$ cat config.mk
export PLATFORM = sky130hd
export DESIGN_NAME = alu_flag_datapath
export DESIGN_NICKNAME = d
export VERILOG_FILES = /design/src/core/alu_flag_pkg.sv /design/src/core/alu_flag_datapath.sv
export SDC_FILE = /design/constraint.sdc
export NUM_CORES = 1
export LEC_CHECK = 0
export BUFFER_PORTS_ARGS = -buffer_cell sky130_fd_sc_hd__buf_2
export CORE_MARGIN = 2
export CORE_UTILIZATION = 35
export DETAILED_ROUTE_END_ITERATION = 6
export MAX_ROUTING_LAYER = met4
export PLACE_DENSITY = 0.55
export SYNTH_ARGS = -nofsm -noshare
export SYNTH_HDL_FRONTEND = slang
export SYNTH_SLANG_ARGS = --single-unit
$ cat constraint.sdc
create_clock -name clk_in -period 4.33 [get_ports clk_in]
set_input_delay 0.6495 -clock clk_in [delete_from_list [all_inputs] [get_ports clk_in]]
set_output_delay 0.6495 -clock clk_in [all_outputs]
set_load 0.02 [all_outputs]
$ cat src/core/alu_flag_pkg.sv
package alu_flag_pkg;

   // ****************************************************************
   // status register location and bit layout
   // ****************************************************************
   localparam logic [5:0] STATUS_FLAGS_ADDR  = 6'h3f;
   localparam logic [7:0] STATUS_FLAGS_RESET = 8'h00;
   localparam int         FLAG_C             = 0;
   localparam int         FLAG_Z             = 1;
   localparam int         FLAG_N             = 2;
   localparam int         FLAG_V             = 3;
   localparam int         FLAG_S             = 4;
   localparam int         FLAG_H             = 5;
   localparam int         FLAG_T             = 6;
   localparam int         FLAG_I             = 7;

   // ****************************************************************
   // constants and timing
   // ****************************************************************
   localparam logic [5:0] BIT_OP_ADDR_MAX = 6'h1f;
   localparam logic [7:0] ALL_ONES        = 8'hff;
   localparam logic [7:0] SIGNED_MIN      = 8'h80;
   localparam logic [7:0] SIGNED_MAX      = 8'h7f;
   localparam int         ALU_CYCLES      = 1;
   localparam int         BIT_OP_CYCLES   = 2;

   // ****************************************************************
   // operations and carriers
   // ****************************************************************
   typedef enum logic [4:0] {
      add_op, add_carry_op, subtract_op, subtract_with_carry_op,
      subtract_immediate_op, subtract_carry_immediate_op,
      and_op, and_immediate_op, or_op, or_immediate_op, exclusive_or_op,
      ones_complement_op, twos_complement_op, set_mask_bits_op,
      clear_mask_bits_op, increment_op, decrement_op, zero_minus_test_op,
      zero_register_op, all_ones_register_op, io_bit_set_op, io_bit_clear_op
   } op_code_type;

   typedef struct packed {
      op_code_type op;
      logic [7:0]  dest;
      logic [7:0]  src;
      logic [7:0]  imm;
      logic [5:0]  io_addr;
      logic [2:0]  io_bit;
   } alu_req_type;

   typedef enum logic [1:0] {
      st_idle = 2'b01,
      st_rmw  = 2'b10
   } rmw_state_type;

endpackage

$ cat src/core/alu_flag_datapath.sv
// Operation
// - add source to destination, optionally with carry, update Z C N V H, one clock.
// - subtract source from destination, optionally with carry, update all five flags, one clock.
// - subtract an immediate from destination, update all five flags, one clock.
// - subtract an immediate and the carry from destination, update all five flags, one clock.
// - AND with register or immediate updates only Z N V and keeps C and H.
// - OR with register or immediate and XOR of registers update only Z N V, one clock.
// - setting mask bits ORs the immediate in and updates Z N V only.
// - clearing mask bits ANDs with the inverted immediate and updates Z N V only.
// - test ANDs a register with itself, keeps its value and updates Z N V.
// - some I/O flags clear when a one is written and stay when a zero is written.
// - bit set and clear rewrite the whole I/O register, so set write-one-clear flags get cleared.
// - bit set and clear are accepted only for I/O addresses up to hex 1F.
`timescale 1ns/1ps
`default_nettype none

module alu_flag_datapath
   import alu_flag_pkg::*;
(
   input  wire logic        clk_in,
   input  wire logic        srst_in,
   input  wire logic        req_valid_in,
   input  wire alu_req_type req_in,
   input  wire logic        io_wr_in,
   input  wire logic [5:0]  io_waddr_in,
   input  wire logic [7:0]  io_wdata_in,
   input  wire logic [7:0]  io_rdata_in,
   output logic [7:0]       result_out,
   output logic             result_valid_out,
   output logic [7:0]       processor_status_flags_out,
   output logic             busy_out,
   output logic             io_rd_out,
   output logic [5:0]       io_addr_out,
   output logic             io_wr_out,
   output logic [7:0]       io_wdata_out,
   output logic             bit_op_refused_out
);

   // ****************************************************************
   // state
   // ****************************************************************
   logic [7:0]    result_reg, result_next;
   logic          result_valid_reg, result_valid_next;
   logic [7:0]    flags_reg, flags_next;
   rmw_state_type state_reg, state_next;
   logic          busy_reg, busy_next;
   logic          io_rd_reg, io_rd_next;
   logic [5:0]    io_addr_reg, io_addr_next;
   logic [2:0]    bit_reg, bit_next;
   logic          set_reg, set_next;
   logic          io_wr_reg, io_wr_next;
   logic [7:0]    io_wdata_reg, io_wdata_next;
   logic          refused_reg, refused_next;

   logic          take;
   logic          is_bit_op;
   logic          sfr_wr;
   logic [7:0]    opa, opb, res, calc, upd, base;
   logic          cin, is_sub, is_arith, write_res;
   logic [8:0]    raw;

   // requests are taken only while no read-modify-write is pending
   assign take      = req_valid_in & ~busy_reg;
   assign is_bit_op = (req_in.op == io_bit_set_op) | (req_in.op == io_bit_clear_op);
   assign sfr_wr    = io_wr_in & (io_waddr_in == STATUS_FLAGS_ADDR);

   // ****************************************************************
   // operand selection and result
   // ****************************************************************
   always_comb
   begin
      opa       = req_in.dest;
      opb       = req_in.src;
      cin       = 1'b0;
      is_sub    = 1'b0;
      is_arith  = 1'b1;
      write_res = 1'b1;
      res       = 8'h00;
      upd       = 8'h00;
      calc      = 8'h00;
      case (req_in.op)
         add_op : ;
         add_carry_op :
            cin = flags_reg[FLAG_C];
         subtract_op :
            is_sub = 1'b1;
         subtract_with_carry_op :
         begin
            is_sub = 1'b1;
            cin    = flags_reg[FLAG_C];
         end
         subtract_immediate_op :
         begin
            is_sub = 1'b1;
            opb    = req_in.imm;
         end
         subtract_carry_immediate_op :
         begin
            is_sub = 1'b1;
            opb    = req_in.imm;
            cin    = flags_reg[FLAG_C];
         end
         twos_complement_op :
         begin
            is_sub = 1'b1;
            opa    = 8'h00;
            opb    = req_in.dest;
         end
         increment_op :
            opb = 8'h01;
         decrement_op :
         begin
            is_sub = 1'b1;
            opb    = 8'h01;
         end
         default :
            is_arith = 1'b0;
      endcase
      raw = is_sub ? ({1'b0, opa} - {1'b0, opb} - {8'h00, cin})
                   : ({1'b0, opa} + {1'b0, opb} + {8'h00, cin});
      if (is_arith)
      begin
         res = raw[7:0];
         // carry and half carry from the bit equations; works for both directions
         if (is_sub)
         begin
            calc[FLAG_H] = (~opa[3] & opb[3]) | (opb[3] & res[3]) | (res[3] & ~opa[3]);
            calc[FLAG_C] = (~opa[7] & opb[7]) | (opb[7] & res[7]) | (res[7] & ~opa[7]);
            calc[FLAG_V] = (opa[7] & ~opb[7] & ~res[7]) | (~opa[7] & opb[7] & res[7]);
         end
         else
         begin
            calc[FLAG_H] = (opa[3] & opb[3]) | (opb[3] & ~res[3]) | (~res[3] & opa[3]);
            calc[FLAG_C] = (opa[7] & opb[7]) | (opb[7] & ~res[7]) | (~res[7] & opa[7]);
            calc[FLAG_V] = (opa[7] & opb[7] & ~res[7]) | (~opa[7] & ~opb[7] & res[7]);
         end
         upd = 8'h3f;
         // step ops keep carry and half carry
         if ((req_in.op == increment_op) | (req_in.op == decrement_op))
            upd = 8'h1e;
      end
      else
      begin
         upd = 8'h1e;
         case (req_in.op)
            and_op               : res = req_in.dest & req_in.src;
            and_immediate_op     : res = req_in.dest & req_in.imm;
            or_op                : res = req_in.dest | req_in.src;
            or_immediate_op      : res = req_in.dest | req_in.imm;
            exclusive_or_op      : res = req_in.dest ^ req_in.src;
            set_mask_bits_op     : res = req_in.dest | req_in.imm;
            clear_mask_bits_op   : res = req_in.dest & (ALL_ONES - req_in.imm);
            zero_minus_test_op   : res = req_in.dest & req_in.dest;
            zero_register_op     : res = req_in.dest ^ req_in.dest;
            ones_complement_op :
            begin
               res          = ALL_ONES - req_in.dest;
               calc[FLAG_C] = 1'b1;
               upd          = 8'h1f;
            end
            all_ones_register_op :
            begin
               res = ALL_ONES;
               upd = 8'h00;
            end
            default :
            begin
               write_res = 1'b0;
               upd       = 8'h00;
            end
         endcase
      end
      // signed overflow of a single step is fixed by the result alone
      if (req_in.op == increment_op)
         calc[FLAG_V] = (res == SIGNED_MIN);
      if (req_in.op == decrement_op)
         calc[FLAG_V] = (res == SIGNED_MAX);
      calc[FLAG_Z] = (res == 8'h00);
      calc[FLAG_N] = res[7];
      calc[FLAG_S] = calc[FLAG_N] ^ calc[FLAG_V];
   end

   // ****************************************************************
   // next state: flags, result and read-modify-write sequencer
   // ****************************************************************
   always_comb
   begin
      // alu update wins over a software write in the same cycle
      base               = sfr_wr ? io_wdata_in : flags_reg;
      flags_next         = base;
      result_next        = result_reg;
      result_valid_next  = 1'b0;
      state_next         = state_reg;
      busy_next          = busy_reg;
      io_rd_next         = 1'b0;
      io_addr_next       = io_addr_reg;
      bit_next           = bit_reg;
      set_next           = set_reg;
      io_wr_next         = 1'b0;
      io_wdata_next      = io_wdata_reg;
      refused_next       = 1'b0;
      case (state_reg)
         st_idle :
         begin
            if (take & is_bit_op)
            begin
               if (req_in.io_addr <= BIT_OP_ADDR_MAX)
               begin
                  state_next   = st_rmw;
                  busy_next    = 1'b1;
                  io_rd_next   = 1'b1;
                  io_addr_next = req_in.io_addr;
                  bit_next     = req_in.io_bit;
                  set_next     = (req_in.op == io_bit_set_op);
               end
               else
                  refused_next = 1'b1;
            end
            else if (take & write_res)
            begin
               result_next       = res;
               result_valid_next = 1'b1;
               flags_next        = (base & ~upd) | (calc & upd);
            end
         end
         st_rmw :
         begin
            // whole register is written back; flags read as one are cleared by that one
            io_wr_next    = 1'b1;
            // zero in a clear-on-one flag leaves it untouched at the peripheral
            io_wdata_next = set_reg ? (io_rdata_in | (8'h01 << bit_reg))
                                    : (io_rdata_in & ~(8'h01 << bit_reg));
            state_next    = st_idle;
            busy_next     = 1'b0;
         end
         default :
         begin
            state_next = st_idle;
            busy_next  = 1'b0;
         end
      endcase
   end

   // ****************************************************************
   // registers
   // ****************************************************************
   always_ff @(posedge clk_in)
   begin
      if (srst_in)
      begin
         result_reg       <= 8'h00;
         result_valid_reg <= 1'b0;
         flags_reg        <= STATUS_FLAGS_RESET;
         state_reg        <= st_idle;
         busy_reg         <= 1'b0;
         io_rd_reg        <= 1'b0;
         io_addr_reg      <= 6'h00;
         bit_reg          <= 3'h0;
         set_reg          <= 1'b0;
         io_wr_reg        <= 1'b0;
         io_wdata_reg     <= 8'h00;
         refused_reg      <= 1'b0;
      end
      else
      begin
         result_reg       <= result_next;
         result_valid_reg <= result_valid_next;
         flags_reg        <= flags_next;
         state_reg        <= state_next;
         busy_reg         <= busy_next;
         io_rd_reg        <= io_rd_next;
         io_addr_reg      <= io_addr_next;
         bit_reg          <= bit_next;
         set_reg          <= set_next;
         io_wr_reg        <= io_wr_next;
         io_wdata_reg     <= io_wdata_next;
         refused_reg      <= refused_next;
      end
   end

   assign result_out                 = result_reg;
   assign result_valid_out           = result_valid_reg;
   assign processor_status_flags_out = flags_reg;
   assign busy_out                   = busy_reg;
   assign io_rd_out                  = io_rd_reg;
   assign io_addr_out                = io_addr_reg;
   assign io_wr_out                  = io_wr_reg;
   assign io_wdata_out               = io_wdata_reg;
   assign bit_op_refused_out         = refused_reg;
endmodule

`default_nettype wire

==> results.txt <==
count of clock tree sinks = 40
Fmax achieved = 239 MHz
GPL Wtd Cong = 0.901
ANT cells = 0
die height = 110 um
Detailed Route WL = 12.5 mm
hold_ws = 0.470 ns
chip width = 110 um
clock transition at the registers of the reported paths = 0.08 ns
Mapped Area = 0.00394 sq mm
Die Area = 0.0121 sq mm
CTS Buf Count = 5
relative slew slack = 0.315
Synth area leader = dfxtp_1
CP max-delay cell = or4_1
Post-synth ARST share = 0
LEAKAGE = 2.18 nW
synth warn = 0
dominant synthesized flop cell = dfxtp_1
Critical Path Start = req_in[35]
Final ANT Viol Nets = 0
Cells after Synth = 509
syn_nets = 598
Total GRT Usage = 0.214
Area growth syn-to-layout = 26.7%
Post-CTS Resized = 0
worst r2r path cells = 14
IO Port Bufs = 98
CP cell instances = buf_2 > or3b_1 > o2bb2ai_2 > a21oi_2 > a222oi_1 > inv_1 > ha_4 > ha_4 > a211o_1 > a31oi_1 > o21ai_1 > xor2_1 > mux2i_2 > a2111oi_4 > or4_1 > a31oi_1
row cnt = 38
status = completed
CP arrival = 4.40 ns
Final Max Slew Viols = 0
number of I/O pins = 99
Worst Hold Class = register to register
RSZ-0062 raised after global routing = true
Clk Tree Root Cell = clkbuf_8
#FFs+latches synth = 40
maximum number of pins on one net before global-route repair = 33
global route overflow = 0
Clock Tree Buf Depth = 2
CP Class = input pin to register
Iter 0 DRT Violations = 242
initial antenna violation count = 0
placed insts = 762
Non-Filler Instances = 770
Fin. Hold Viols = 0
most frequent cells in the layout = 98 x buf_2, 58 x nor2_1, 48 x buf_4
DP Worst Slack = -0.102 ns
TritonCTS clock tree = yes
max-cap violations = 0
DPL Wire Length = 10.2 mm
CP max stage delay = 0.53 ns
DRC = 0
Post-synth EDFFs = 0
Final Cycle Share = 0.966
reg-to-reg slack, setup = 0.93 ns
Synth top area share = 0.203
first-pass GRT wire length = 20.0 mm
commonest non-fill, non-tap cell in the layout = buf_2
CTS Hold Bufs = 0
initial core utilization = 0.362
NumNets Final = 718
FF-to-FF End = processor_status_flags_out[3]$_SDFF_PP0_
Critical Path Sink = processor_status_flags_out[3]$_SDFF_PP0_
vias in the first global route = 4021
Max IR drop VDD = 0.137 mV
worst clock skew = 0.0109 ns
Startpoint Class = input pin
DR pass1 iterations = 5
fraction of layout cells with a size suffix above 1 = 0.289
Yosys cell types = 78
Final Setup Violations = 0
CORE AREA = 0.0109 sq mm
worst-path fanout max = 7
Worst-Skew Late Latency = 0.29 ns
Worst setup EP type = register
via count = 4223
vias per inst = 5.48
worst path required time = 4.54 ns
Seq/Total Area, Yosys = 0.203
WL/cell = 16.2 um
ranking of synthesized cells by area = dfxtp_1 20%, mux2i_1 7.6%, ha_1 6.7%, nor2_1 5.5%, a211oi_1 3.2%
PwrDens = 237 mW/mm^2
Setup Fix Bufs, Post-CTS = 0
worst slew pin tran = 1.03 ns
final worst setup slack = 0.146 ns
worst reg2reg startpoint = processor_status_flags_out[0]$_SDFF_PP0_
synthesized area per cell = 7.74 sq um
Period minus WS final = 4.18 ns
H-tree lvl count = 2
## routing by layer
layer | global-route usage | vias up | wire (um)
met5 | - | - | 0
met4 | 0.0597 | 0 | 295
met3 | 0.0218 | 21 | 484
met2 | 0.334 | 97 | 5680
met1 | 0.294 | 1984 | 6000
li1 | - | 2121 | -
## area by class of cell
type / instances / area, sq um
fill: 1129 / 5900
multi-input combinational: 405 / 2940
timing repair buffer: 147 / 871
sequential: 40 / 801
tap: 140 / 175
inverter: 30 / 113
clock buffer: 7 / 86.3
clock inverter: 1 / 7.51
## critical path: cells and delay by family
kind / cells / cell delay [ns]
compound gates: 8 / 1.45
mux: 1 / 0.30
buf+inv: 2 / 0.27
simple gates: 2 / 0.96
fa+ha+maj: 2 / 0.51
xor+xnor: 1 / 0.25
## logic make-up (layout without fill, tap and decap cells)
| logic type | Yosys count | after routing | synth area share |
|---|---|---|---|
| buf+inv | 64 | 185 | 0.0699 |
| flops | 40 | 40 | 0.203 |
| compound gates | 136 | 136 | 0.263 |
| fa+ha+maj | 25 | 25 | 0.0870 |
| xor+xnor | 11 | 11 | 0.0245 |
| simple gates | 197 | 197 | 0.259 |
| mux | 36 | 36 | 0.0934 |
## synth_stat cells (6+ instances only)
library cell / instances
ha_1: 21
mux2i_1: 30
xor2_1: 7
nor2_1: 58
a21oi_1: 19
o32ai_1: 6
nor3_1: 21
o21ai_0: 22
dfxtp_1: 40
o311ai_0: 6
a211oi_1: 17
clkbuf_1: 19
nand3_1: 16
nand2_1: 33
nor2b_1: 11
and2_1: 6
inv_1: 30
nor3b_1: 12
buf_2: 10
## worst min-delay path by stage
stage,start,to,slack (ns),depth (start not counted)
final,result_out[7]$_SDFFE_PP0P_,result_out[7]$_SDFFE_PP0P_,0.47,1
after global routing,io_addr_out[5]$_SDFFE_PP0P_,io_addr_out[5]$_SDFFE_PP0P_,0.49,1
after detailed placement,result_out[7]$_SDFFE_PP0P_,result_out[7]$_SDFFE_PP0P_,0.45,1
after floorplan,io_addr_out[5]$_SDFFE_PP0P_,io_addr_out[5]$_SDFFE_PP0P_,0.56,1
after CTS,result_out[7]$_SDFFE_PP0P_,result_out[7]$_SDFFE_PP0P_,0.47,1
after global placement,result_out[7]$_SDFFE_PP0P_,result_out[7]$_SDFFE_PP0P_,0.45,1
## power breakdown
| group | internal (W) | switching (W) | leakage [nW] | total, W |
|---|---|---|---|---|
| combinational | 0.000243 | 0.000293 | 1.81 | 0.000535 |
| clock | 0.000130 | 0.000131 | 0.0445 | 0.000261 |
| sequential | 0.000379 | 0.00000677 | 0.325 | 0.000386 |
## stage by stage
step           total power [W]  cell area (sq um)   util  TNS [ns]
3_5_place_dp          0.000924               4890  0.449    -0.118
6_report               0.00118               4990  0.458         0
3_3_place_gp          0.000917               4890  0.449   -0.0273
4_1_cts                0.00118               4990  0.458         0
2_1_floorplan         0.000732               4010      -         0
5_1_grt                0.00126               4990  0.458   -0.0623
Power figures use the tool's default switching activity.
